[src/core/gcap_defines.svh]
// constants of the auxiliary control port: offsets, fields, reset values, timing
// assumes a 100 MHz system clock and a 32-bit register port with byte addresses
`ifndef GCAP_DEFINES_SVH
`define GCAP_DEFINES_SVH

// ==========================================================
// timing
`define GCAP_CLK_HZ 100000000
`define GCAP_FILT_MS 50
`define GCAP_FILT_CYC (`GCAP_CLK_HZ / 1000 * `GCAP_FILT_MS)
`define GCAP_ALARM_S 1
`define GCAP_ALARM_CYC (`GCAP_CLK_HZ * `GCAP_ALARM_S)
`define GCAP_GM_MS 20
`define GCAP_GM_CYC (`GCAP_CLK_HZ / 1000 * `GCAP_GM_MS)

// ==========================================================
// register byte offsets
`define GCAP_ACTION_OFS 8'h00
`define GCAP_PRESET_OFS 8'h04
`define GCAP_OMASK0_OFS 8'h08
`define GCAP_ATIME_OFS 8'h14
`define GCAP_DLY0_OFS 8'h18
`define GCAP_STATUS_OFS 8'h2C
`define GCAP_ISTAT_OFS 8'h30
`define GCAP_IMASK_OFS 8'h34

// ==========================================================
// field layout
`define GCAP_ACT_W 3
`define GCAP_PSEL_W 8
`define GCAP_EV_N 9
`define GCAP_DLY_N 5
`define GCAP_DLY_W 17
`define GCAP_IRQ_N 7
`define GCAP_AT_H_LSB 16
`define GCAP_AT_M_LSB 8
`define GCAP_AT_S_LSB 0
`define GCAP_ST_ALARM_LSB 4
`define GCAP_ST_ALARM_ACT_LSB 8

// ==========================================================
// reset values
`define GCAP_ACTION_RST 12'h000
`define GCAP_OMASK_RST 9'h000
`define GCAP_IMASK_RST 7'h00

`endif

[src/core/gcap_pkg.sv]
// types of the auxiliary control port
// assumes the constants header is on the include path
`include "gcap_defines.svh"

package gcap_pkg;

  // ==========================================================
  // input actions
  typedef enum logic [2:0] {
    GCAP_ACT_NONE = 3'h0,
    GCAP_ACT_PROG_RESET = 3'h1,
    GCAP_ACT_REACQUIRE = 3'h2,
    GCAP_ACT_JAM_SYNC = 3'h3,
    GCAP_ACT_NTP_UPDATE = 3'h4,
    GCAP_ACT_RECALL = 3'h5
  } gcap_action_t;

endpackage : gcap_pkg

[src/core/gcap_port.sv]
// auxiliary control port: filtered command inputs, selectable alarm outputs
// assumes one 100 MHz clock, command pins asynchronous, status inputs on clk
`timescale 1ns/1ns
`default_nettype none
`include "gcap_defines.svh"

module gcap_port #(
  parameter int FILT_CYC = `GCAP_FILT_CYC,
  parameter int ALARM_CYC = `GCAP_ALARM_CYC,
  parameter int GM_CYC = `GCAP_GM_CYC,
  parameter int SEC_CYC = `GCAP_CLK_HZ
) (
  // clock and reset
  input wire logic clk,
  input wire logic rst_n,
  input wire logic ce,
  // register port
  input wire logic [7:0] reg_addr,
  input wire logic [31:0] reg_wdata,
  input wire logic reg_wr,
  input wire logic reg_rd,
  output logic [31:0] reg_rdata,
  output logic irq,
  // pins
  input wire logic [3:0] cmd_in_n,
  output logic [2:0] alarm_out_n,
  // status from the instrument
  input wire logic hw_fault,
  input wire logic first_supply_indicator_red,
  input wire logic second_supply_indicator_red,
  input wire logic ref_red,
  input wire logic ref_yellow,
  input wire logic time_red,
  input wire logic time_yellow,
  input wire logic [1:0] timing_leader_role,
  input wire logic [4:0] prog_hours,
  input wire logic [5:0] prog_minutes,
  input wire logic [5:0] prog_seconds,
  input wire logic tod_src_internal,
  // commands to the instrument
  output logic prog_time_reset,
  output logic satellite_positioning_receiver_reset,
  output logic jam_sync,
  output logic ntp_update_req,
  output logic preset_recall,
  output logic [7:0] preset_sel
);

  localparam int FW = $clog2(FILT_CYC + 1);
  localparam int AW = $clog2(ALARM_CYC + 1);
  localparam int GW = $clog2(GM_CYC + 1);
  localparam int SW = $clog2(SEC_CYC + 1);
  localparam int DN = `GCAP_DLY_N;
  localparam int DWD = `GCAP_DLY_W;

  typedef struct packed {
    logic [3:0] sync1;
    logic [3:0] sync2;
    logic [3:0] filt;
    logic [3:0][FW-1:0] filt_cnt;
    logic [3:0][2:0] action;
    logic [3:0][7:0] preset;
    logic [2:0][8:0] omask;
    logic [4:0] at_h;
    logic [5:0] at_m;
    logic [5:0] at_s;
    logic [DN-1:0][DWD-1:0] dly;
    logic [DN-1:0][SW-1:0] dly_sub;
    logic [DN-1:0][DWD-1:0] dly_sec;
    logic [DN-1:0] lvl;
    logic match_q;
    logic [AW-1:0] at_cnt;
    logic [1:0] leader_q;
    logic [1:0][GW-1:0] gm_cnt;
    logic [6:0] istat;
    logic [6:0] imask;
    logic [31:0] rdata;
    logic [4:0] cmd;
    logic [7:0] psel;
    logic [2:0] alarm_n;
    logic irq;
  } gcap_state_t;

  gcap_state_t st;
  gcap_state_t next_st;

  // ==========================================================
  // helpers
  function automatic logic gcap_hit(input logic [8:0] mask, input logic [8:0] ev);
    gcap_hit = |(mask & ev);
  endfunction : gcap_hit

  function automatic logic gcap_at(input logic [7:0] addr, input logic [7:0] base, input int k);
    gcap_at = (addr == 8'(base + 8'(4 * k)));
  endfunction : gcap_at

  logic [DN-1:0] cond;
  logic [8:0] ev;
  logic match;

  assign cond = {time_yellow, time_red, ref_yellow, ref_red, hw_fault};
  assign match = (prog_hours == st.at_h) && (prog_minutes == st.at_m) && (prog_seconds == st.at_s);
  assign ev = {st.gm_cnt[1] != '0, st.gm_cnt[0] != '0, st.at_cnt != '0, st.lvl[4:1],
               first_supply_indicator_red | second_supply_indicator_red, st.lvl[0]};

  // ==========================================================
  // next state
  always_comb begin
    logic [3:0] rise;
    logic [6:0] iset;
    logic [31:0] rd;
    next_st = st;
    rise = 4'h0;
    iset = 7'h00;
    rd = 32'h0000_0000;
    next_st.cmd = 5'h00;
    next_st.rdata = 32'h0000_0000;
    next_st.sync1 = cmd_in_n;
    next_st.sync2 = st.sync1;
    for (int i = 0; i < 4; i++) begin
      if (~st.sync2[i] == st.filt[i]) begin
        next_st.filt_cnt[i] = '0;
      end else if (st.filt_cnt[i] == FW'(FILT_CYC - 1)) begin
        next_st.filt_cnt[i] = '0;
        next_st.filt[i] = ~st.sync2[i];
        rise[i] = ~st.sync2[i];
      end else begin
        next_st.filt_cnt[i] = st.filt_cnt[i] + FW'(1);
      end
    end
    // per-input action, lowest input wins preset select
    for (int i = 3; i >= 0; i--) begin
      if (rise[i]) begin
        case (gcap_pkg::gcap_action_t'(st.action[i]))
          gcap_pkg::GCAP_ACT_PROG_RESET: next_st.cmd[0] = 1'b1;
          gcap_pkg::GCAP_ACT_REACQUIRE: next_st.cmd[1] = 1'b1;
          gcap_pkg::GCAP_ACT_JAM_SYNC: next_st.cmd[2] = 1'b1;
          gcap_pkg::GCAP_ACT_NTP_UPDATE: next_st.cmd[3] = tod_src_internal;
          gcap_pkg::GCAP_ACT_RECALL: begin
            next_st.cmd[4] = 1'b1;
            next_st.psel = st.preset[i];
          end
          default: ;
        endcase
      end
    end
    iset[3:0] = rise;
    for (int d = 0; d < DN; d++) begin
      if (!cond[d]) begin
        next_st.dly_sub[d] = '0;
        next_st.dly_sec[d] = '0;
        next_st.lvl[d] = 1'b0;
      end else if (st.dly[d] == '0 || st.dly_sec[d] >= st.dly[d]) begin
        next_st.lvl[d] = 1'b1;
      end else if (st.dly_sub[d] == SW'(SEC_CYC - 1)) begin
        next_st.dly_sub[d] = '0;
        next_st.dly_sec[d] = st.dly_sec[d] + DWD'(1);
      end else begin
        next_st.dly_sub[d] = st.dly_sub[d] + SW'(1);
      end
    end
    next_st.match_q = match;
    if (match && !st.match_q) begin
      next_st.at_cnt = AW'(ALARM_CYC);
      iset[4] = 1'b1;
    end else if (st.at_cnt != '0) begin
      next_st.at_cnt = st.at_cnt - AW'(1);
    end
    next_st.leader_q = timing_leader_role;
    for (int g = 0; g < 2; g++) begin
      if (st.leader_q[g] && !timing_leader_role[g]) begin
        next_st.gm_cnt[g] = GW'(GM_CYC);
        iset[5 + g] = 1'b1;
      end else if (st.gm_cnt[g] != '0) begin
        next_st.gm_cnt[g] = st.gm_cnt[g] - GW'(1);
      end
    end
    for (int o = 0; o < 3; o++) begin
      next_st.alarm_n[o] = ~gcap_hit(st.omask[o], ev);
    end
    // register writes
    if (reg_wr) begin
      if (reg_addr == `GCAP_ACTION_OFS) begin
        next_st.action = reg_wdata[11:0];
      end else if (reg_addr == `GCAP_PRESET_OFS) begin
        next_st.preset = reg_wdata;
      end else if (reg_addr == `GCAP_ATIME_OFS) begin
        next_st.at_h = reg_wdata[`GCAP_AT_H_LSB +: 5];
        next_st.at_m = reg_wdata[`GCAP_AT_M_LSB +: 6];
        next_st.at_s = reg_wdata[`GCAP_AT_S_LSB +: 6];
      end else if (reg_addr == `GCAP_IMASK_OFS) begin
        next_st.imask = reg_wdata[6:0];
      end
      for (int o = 0; o < 3; o++) begin
        if (gcap_at(reg_addr, `GCAP_OMASK0_OFS, o)) begin
          next_st.omask[o] = reg_wdata[8:0];
        end
      end
      for (int d = 0; d < DN; d++) begin
        if (gcap_at(reg_addr, `GCAP_DLY0_OFS, d)) begin
          next_st.dly[d] = reg_wdata[DWD-1:0];
        end
      end
    end
    // sticky events, set wins over write-one clear
    if (reg_wr && reg_addr == `GCAP_ISTAT_OFS) begin
      next_st.istat = (st.istat & ~reg_wdata[6:0]) | iset;
    end else begin
      next_st.istat = st.istat | iset;
    end
    next_st.irq = |(next_st.istat & next_st.imask);
    // register reads
    if (reg_rd) begin
      if (reg_addr == `GCAP_ACTION_OFS) begin
        rd = {20'h00000, st.action};
      end else if (reg_addr == `GCAP_PRESET_OFS) begin
        rd = st.preset;
      end else if (reg_addr == `GCAP_ATIME_OFS) begin
        rd = {11'h000, st.at_h, 2'h0, st.at_m, 2'h0, st.at_s};
      end else if (reg_addr == `GCAP_STATUS_OFS) begin
        rd = {24'h000000, ev[0] | ev[1], ~st.alarm_n, st.filt};
        rd[`GCAP_ST_ALARM_ACT_LSB +: 9] = ev;
      end else if (reg_addr == `GCAP_ISTAT_OFS) begin
        rd = {25'h0000000, st.istat};
      end else if (reg_addr == `GCAP_IMASK_OFS) begin
        rd = {25'h0000000, st.imask};
      end
      for (int o = 0; o < 3; o++) begin
        if (gcap_at(reg_addr, `GCAP_OMASK0_OFS, o)) begin
          rd = {23'h000000, st.omask[o]};
        end
      end
      for (int d = 0; d < DN; d++) begin
        if (gcap_at(reg_addr, `GCAP_DLY0_OFS, d)) begin
          rd = {15'h0000, st.dly[d]};
        end
      end
      next_st.rdata = rd;
    end
  end

  // ==========================================================
  // state register
  always_ff @(posedge clk or negedge rst_n) begin
    if (!rst_n) begin
      st <= '0;
      st.sync1 <= 4'hF;
      st.sync2 <= 4'hF;
      st.alarm_n <= 3'h7;
    end else if (ce) begin
      st <= next_st;
    end
  end

  assign reg_rdata = st.rdata;
  assign irq = st.irq;
  assign alarm_out_n = st.alarm_n;
  assign prog_time_reset = st.cmd[0];
  assign satellite_positioning_receiver_reset = st.cmd[1];
  assign jam_sync = st.cmd[2];
  assign ntp_update_req = st.cmd[3];
  assign preset_recall = st.cmd[4];
  assign preset_sel = st.psel;
endmodule : gcap_port
`default_nettype wire

[config.mk]
export PLATFORM = sky130hd
export DESIGN_NAME = gcap_port
export DESIGN_NICKNAME = d
export VERILOG_FILES = /design/src/core/gcap_pkg.sv /design/src/core/gcap_port.sv
export VERILOG_INCLUDE_DIRS = /design/src /design/src/core
export SDC_FILE = /design/constraint.sdc
export NUM_CORES = 2
export LEC_CHECK = 0
export ABC_CLOCK_PERIOD_IN_PS = 3500
export BUFFER_PORTS_ARGS = -buffer_cell sky130_fd_sc_hd__buf_2
export CORE_ASPECT_RATIO = 0.9
export CORE_MARGIN = 2
export CORE_UTILIZATION = 45
export CTS_CLUSTER_DIAMETER = 30
export DETAILED_ROUTE_END_ITERATION = 6
export GPL_ROUTABILITY_DRIVEN = 0
export HOLD_SLACK_MARGIN = 0.1
export PLACE_DENSITY = 0.67
export SKIP_LAST_GASP = 1
export SLEW_MARGIN = 20
export SYNTH_ARGS = -nofsm -noshare
export SYNTH_HDL_FRONTEND = slang
export SYNTH_SLANG_ARGS = --single-unit
[constraint.sdc]
create_clock -name clk -period 3.5 [get_ports clk]
set_clock_uncertainty 0.2 [all_clocks]
set_input_delay 0.175 -clock clk [delete_from_list [all_inputs] [get_ports clk]]
set_output_delay 0.175 -clock clk [all_outputs]
set_load 0.05 [all_outputs]
After elaboration in Yosys (flattened, before gate mapping)
Index checks and enable logic that the tools add are counted.
{"block": "word_totals", "ff_bits": 637, "latch_bits": 0, "mem_bits_rw": 0, "rom_bits": 0, "input_bits": 76, "out_inout_bits": 49, "word_cells": 343, "n_memories": 0}
{"block": "classes", "n_addsub": 17, "multipliers": 0, "div_mod_pow": 0, "order_cmp": 5, "n_eq_ne": 64, "shift": 0, "n_mux": 114, "bitwise": 24, "n_reduce_logical": 63}
{"cell": "$mux 27", "count": 17}
{"cell": "$mux 32", "count": 11}
{"cell": "$mux 17", "count": 16}
{"cell": "$mux 23", "count": 8}
{"cell": "$add 27x1->27 const B", "count": 5}
{"cell": "$eq 27x27->1 const B", "count": 5}
{"cell": "$mux 21", "count": 5}
{"cell": "$add 23x1->23 const B", "count": 4}
{"cell": "$eq 23x23->1 const B", "count": 4}
{"cell": "$add 17x1->17 const B", "count": 5}
{"cell": "$ge 17x17->1", "count": 5}
{"cell": "$logic_not 17->1", "count": 5}
{"cell": "$mux 7", "count": 8}
{"cell": "$reduce_and 3->1", "count": 18}
{"cell": "$mux 13", "count": 4}
{"cell": "$eq 8x6->1 const B", "count": 6}
{"cell": "$reduce_bool 21->1", "count": 2}
{"cell": "$sub 21x1->21 const B", "count": 2}
{"cell": "$mux 1", "count": 41}
{"cell": "$eq 8x5->1 const B", "count": 4}
{"cell": "$mux 8", "count": 4}
{"cell": "$and 9x9->9", "count": 3}
{"cell": "$reduce_bool 27->1", "count": 1}
{"cell": "$reduce_or 9->1", "count": 3}
{"cell": "other kinds (26)", "count": 101}

Logic depth before layout (Yosys ltp)
{"block": "depth", "ltp_word": 16, "depth_mapped": 11, "depth_no_buf": 9}

Worst setup path before layout
OpenSTA, ideal clock, no wires.
{"block": "synth_path", "kind": "reg2reg", "startpoint": "reg st[74] (netlist bit)", "endpoint": "reg st[82] (netlist bit)", "setup_ps": 126, "arrival_ps": 2643, "t_required_ps": 3174, "path_slack_ps": 531, "stages_incl_launch_ff": 9, "path_buffers": 1, "period_less_slack_ps": 2969, "path_cell_list": "dfrtp_1 or4_1 or4b_2 nand4bb_1 clkbuf_1 o2111ai_1 nor4_1 xnor2_1 nand2_1"}
{"block": "synth_via", "elab_chain_cells": 3, "word_cells_on_any_way": 6, "classes_between": "1 x add/sub; 2 x mux; 3 x reduce/logical"}
{"element": "start, declared", "line": "gcap_port.sv:84", "rtl": "gcap_state_t st;"}
{"element": "start signal, assigned", "line": "gcap_port.sv:251", "rtl": "st <= next_st;"}
{"element": "$sub 21x1->21 or $reduce_bool 21->1 (tied branches)", "line": "gcap_port.sv:175, gcap_port.sv:174"}
{"element": "$mux 21 or $reduce_bool 2->1 (tied branches)"}
{"element": "$mux 21 or $reduce_and 2->1 (tied branches)"}
Parallel ways exist; a longest one is shown, timed or not. The select of a mux whose other input is x is not followed.
A chain may end at the register's enable or synchronous reset.

Worst setup path after layout
{"block": "layout_path", "startpoint": "reg st[457] (netlist bit)", "endpoint": "reg st (netlist bit irq)"}
{"block": "layout_via", "elab_chain_cells": 9, "word_cells_on_any_way": 10, "classes_between": "1 x eq/ne; 2 x mux; 3 x bitwise; 4 x reduce/logical"}
{"element": "$eq 5x5->1 *", "line": "gcap_port.sv:102", "rtl": "assign match = (prog_hours == st.at_h) && (prog_minutes == st.at_m) && (prog_seconds == st.at_s);"}
{"element": "$logic_and 1x1->1 * (2 in series)", "line": "gcap_port.sv:102"}
{"element": "$logic_and 1x1->1 *", "line": "gcap_port.sv:163", "rtl": "if (match && !st.match_q) begin"}
{"element": "$mux 1 *", "line": "gcap_port.sv:163"}
{"element": "$or 7x7->7, on equally long branches", "line": "gcap_port.sv:209, gcap_port.sv:207"}
{"element": "$mux 7 *", "line": "gcap_port.sv:206", "rtl": "if (reg_wr && reg_addr == `GCAP_ISTAT_OFS) begin"}
{"element": "$and 7x7->7 *", "line": "gcap_port.sv:211", "rtl": "next_st.irq = |(next_st.istat & next_st.imask);"}
{"element": "$reduce_or 7->1 *", "line": "gcap_port.sv:211"}
Every way passes the cells marked *; elsewhere a longest branch is shown, timed or not.

==> impl_metrics.py <==
metrics = {
    "routing": {
        "post_drt_via_cell_ratio": 6.03,
        "top_layer": "met5",
        "ant_nets": 0,
        "met1Wirelength_um": 47900,
        "dr_wl_met2_um": 46300,
        "drt_iter0_markers": 2545,
        "met3_length_um": 8840,
        "vias": 31400,
        "dr.pass1.iters": 6,
        "post_drt_wl_per_cell_um": 20.2,
        "drt-total-wl_um": 105000,
        "drc": 0,
    },
    "synth": {
        "syn_area_sq_um": 35400,
        "netlist.area_leader.share_pct": 44.3,
        "yosys_warnings": 0,
        "ys_types": 83,
        "synth-async-reset-ratio_pct": 100,
        "syn_nets": 3968,
        "synth_edf_count": 0,
        "syn_avg_cell_area_sq_um": 9.34,
        "synth_ff_type": "dfrtp_1",
        "ys_ff_latch": 637,
        "synth_commonest_cells": "dfrtp_1, nand2_1, o21ai_0",
        "post-synth-top-area-cell": "dfrtp_1",
        "synth-seq-area-share_pct": 45.1,
        "synthCells": 3787,
        "yosys-top-cells-area": "dfrtp_1, mux2_2, o21ai_0",
        "yosysMostFrequentCell": "dfrtp_1",
    },
    "floorplanning": {
        "die_x_um": 299,
        "core-area_sq_um": 77800,
        "initial_core_util_pct": 45.5,
        "io_pins": 125,
        "die-area_sq_um": 80800,
        "die_y_um": 270,
        "num_rows": 97,
    },
    "cells_and_area": {
        "finalNetCount": 4228,
        "final_core_util_pct": 56.0,
        "fill_cells": 6712,
        "layout-drive-gt1-share_pct": 16.8,
        "syn_to_final_growth_pct": 23.2,
    },
    "hold_path": {
        "worstHoldPathCells": 4,
        "hold_class": "input port to flop",
        "hold_start": "time_yellow",
        "hold_path_end": "st[209]",
    },
    "setup_path": {
        "worstPathRequired_ns": 3.94,
        "rr_startpoint": "st[457]",
        "reg2regPathDepth": 10,
        "reg2reg_slack_ns": 0.12,
        "worst_setup_path_start_kind": "flop",
        "reg2reg_to": "irq",
        "crit_start": "st[457]",
        "cp-end-kind": "flop",
        "path_class": "flop to flop",
        "critical_path.max_fanout": 4,
        "cp.arrival_ns": 3.82,
    },
    "power": {
        "cellPowerDensity_nw_per_um2": 576,
        "fin_total_pwr_w": 0.0251,
        "ir_drop_uv": 583,
        "p_leak_nw": 19.0,
    },
    "placement": {
        "hpwlAfterDp_um": 70600,
        "io_buffers": 124,
    },
    "grt": {
        "grt_max_degree": 76,
        "grt_overflow": 0,
        "antenna_found_initial": 5,
        "grt_pass1_wl_um": 169000,
        "grt_util_all_layers_pct": 25.9,
        "grt_pass1_vias": 30300,
    },
    "clock_tree": {
        "worst_skew_pair.late_latency_ns": 0.72,
        "clockRootBuffer": "clkbuf_16",
        "cts.clk_slew.worst_paths_ns": 0.04,
        "cts_tree": "yes",
        "htree_levels": 4,
        "clockBufferDepth": 3,
        "cts-buffers-inserted": 147,
        "clock_sinks": 637,
    },
    "timing": {
        "finalCritPeriodShare_pct": 96.7,
        "setup_violations": 0,
        "fmaxAchievable_ghz": 0.296,
        "hold_violations": 0,
        "worst_pin_slew_ns": 0.941,
        "relSlewSlack_pct": 36.8,
        "fin_crit_ns": 3.38,
        "fin_tns_setup_ns": 0,
        "drv_slew": 0,
    },
    "run": {
        "maxCapViolations": 0,
    },
    "run_status": {
        "status": "completed",
    },
}
-- cell type report --
| type | instances | area, sq um | share of cell area [%] |
|---|---|---|---|
| timing repair buffer | 329 | 2550 | 5.86 |
| inverter | 148 | 558 | 1.28 |
| sequential | 637 | 16000 | 36.6 |
| clock inverter | 79 | 1070 | 2.46 |
| clock buffer | 194 | 4200 | 9.64 |
| antenna | 5 | 12.5 | 0.0287 |
| tap | 1039 | 1300 | 2.98 |
| multi-input combinational | 2784 | 17900 | 41.1 |
-- power by group --
| part | leakage, nW | total (W) | internal, W | switching [W] |
|---|---|---|---|---|
| Clock | 2.56 | 0.0145 | 0.00997 | 0.00450 |
| Sequential | 8.62 | 0.00826 | 0.00781 | 0.000452 |
| Combinational | 7.81 | 0.00238 | 0.000879 | 0.00150 |
| Total | 19.0 | 0.0251 | 0.0187 | 0.00645 |
-- cell families after synthesis --
| kind of cell | Yosys count | share of synthesized area, % |
|---|---|---|
| simple gates | 1422 | 20.9 |
| compound gates | 959 | 17.3 |
| flops | 637 | 45.1 |
| buf+inv | 366 | 4.36 |
| mux | 176 | 5.58 |
| xor+xnor | 122 | 3.02 |
| fa+ha+maj | 105 | 3.72 |
-- routing by layer --
layer	track usage (%)	vias up
li1	-	14600
met1	37.1	15500
met2	38.6	1140
met3	6.54	186
met4	7.36	6
met5	0	-
-- sequential cells by signal, summed over array words and instances (netlist names) --
name and cells:
st 579, reg_rdata 32, preset_sel 8, ev 5, next_st 4, alarm_out_n 3
irq 1, jam_sync 1, ntp_update_req 1, preset_recall 1, prog_time_reset 1, satellite_positioning_receiver_reset 1
-- worst max path at each step --
stage / cells after the start / to
finish: 10 / irq
global route: 10 / irq
CTS: 8 / irq
detailed placement: 7 / st[220]
global placement: 7 / st[220]
floorplan: 8 / st[82]
-- cell usage in the layout, fill, tap and decap left out, types with 50 or more instances in the layout --
| cell type | count |
|---|---|
| xor2_1 | 72 |
| nor4_1 | 64 |
| inv_1 | 145 |
| buf_4 | 101 |
| o21ai_0 | 327 |
| and3_1 | 81 |
| nor2_1 | 258 |
| nand4_1 | 75 |
| ha_1 | 105 |
| buf_2 | 122 |
| dfrtp_1 | 625 |
| o31ai_1 | 105 |
| xnor2_1 | 50 |
| nand2_1 | 379 |
| nor3_1 | 52 |
| dlygate4sd3_1 | 93 |
| mux2_2 | 158 |
| a21oi_1 | 176 |
| clkbuf_16 | 152 |
| nand3_1 | 175 |
| or4_1 | 58 |
-- timing repair --
action                                 in CTS  in global routing
gates resized for setup                     0                  6
hold buffers                               94                  0
setup endpoints to repair                   0                 13
endpoints found under the hold margin    1132                  0
buffers inserted                            0                  5
-- critical path, cell delays in order (launching register included) --
cell and delay, ns:
dfrtp_1 0.48, xor2_1 0.19, nor4_1 0.28, dlygate4sd3_1 0.58
nand3_1 0.18, nor3_1 0.20, buf_4 0.19, a21oi_1 0.06
o221ai_1 0.22, o32a_1 0.19, dlygate4sd3_1 0.55
-- through the flow --
| stage | worst slack (ns) | hold slack (ns) | cells | area, sq um |
|---|---|---|---|---|
| floorplan | 0.531 | -0.321 | 3787 | 35400 |
| global placement | 0.355 | 0.0782 | 4838 | 37300 |
| detailed placement | 0.251 | 0.0777 | 4838 | 37300 |
| CTS | 0.147 | 0.126 | 5205 | 43500 |
| global route | -0.0231 | 0.198 | 5212 | 43600 |
| finish | 0.117 | 0.195 | 5215 | 43600 |
No activity file was read; power rests on OpenSTA's default activity.
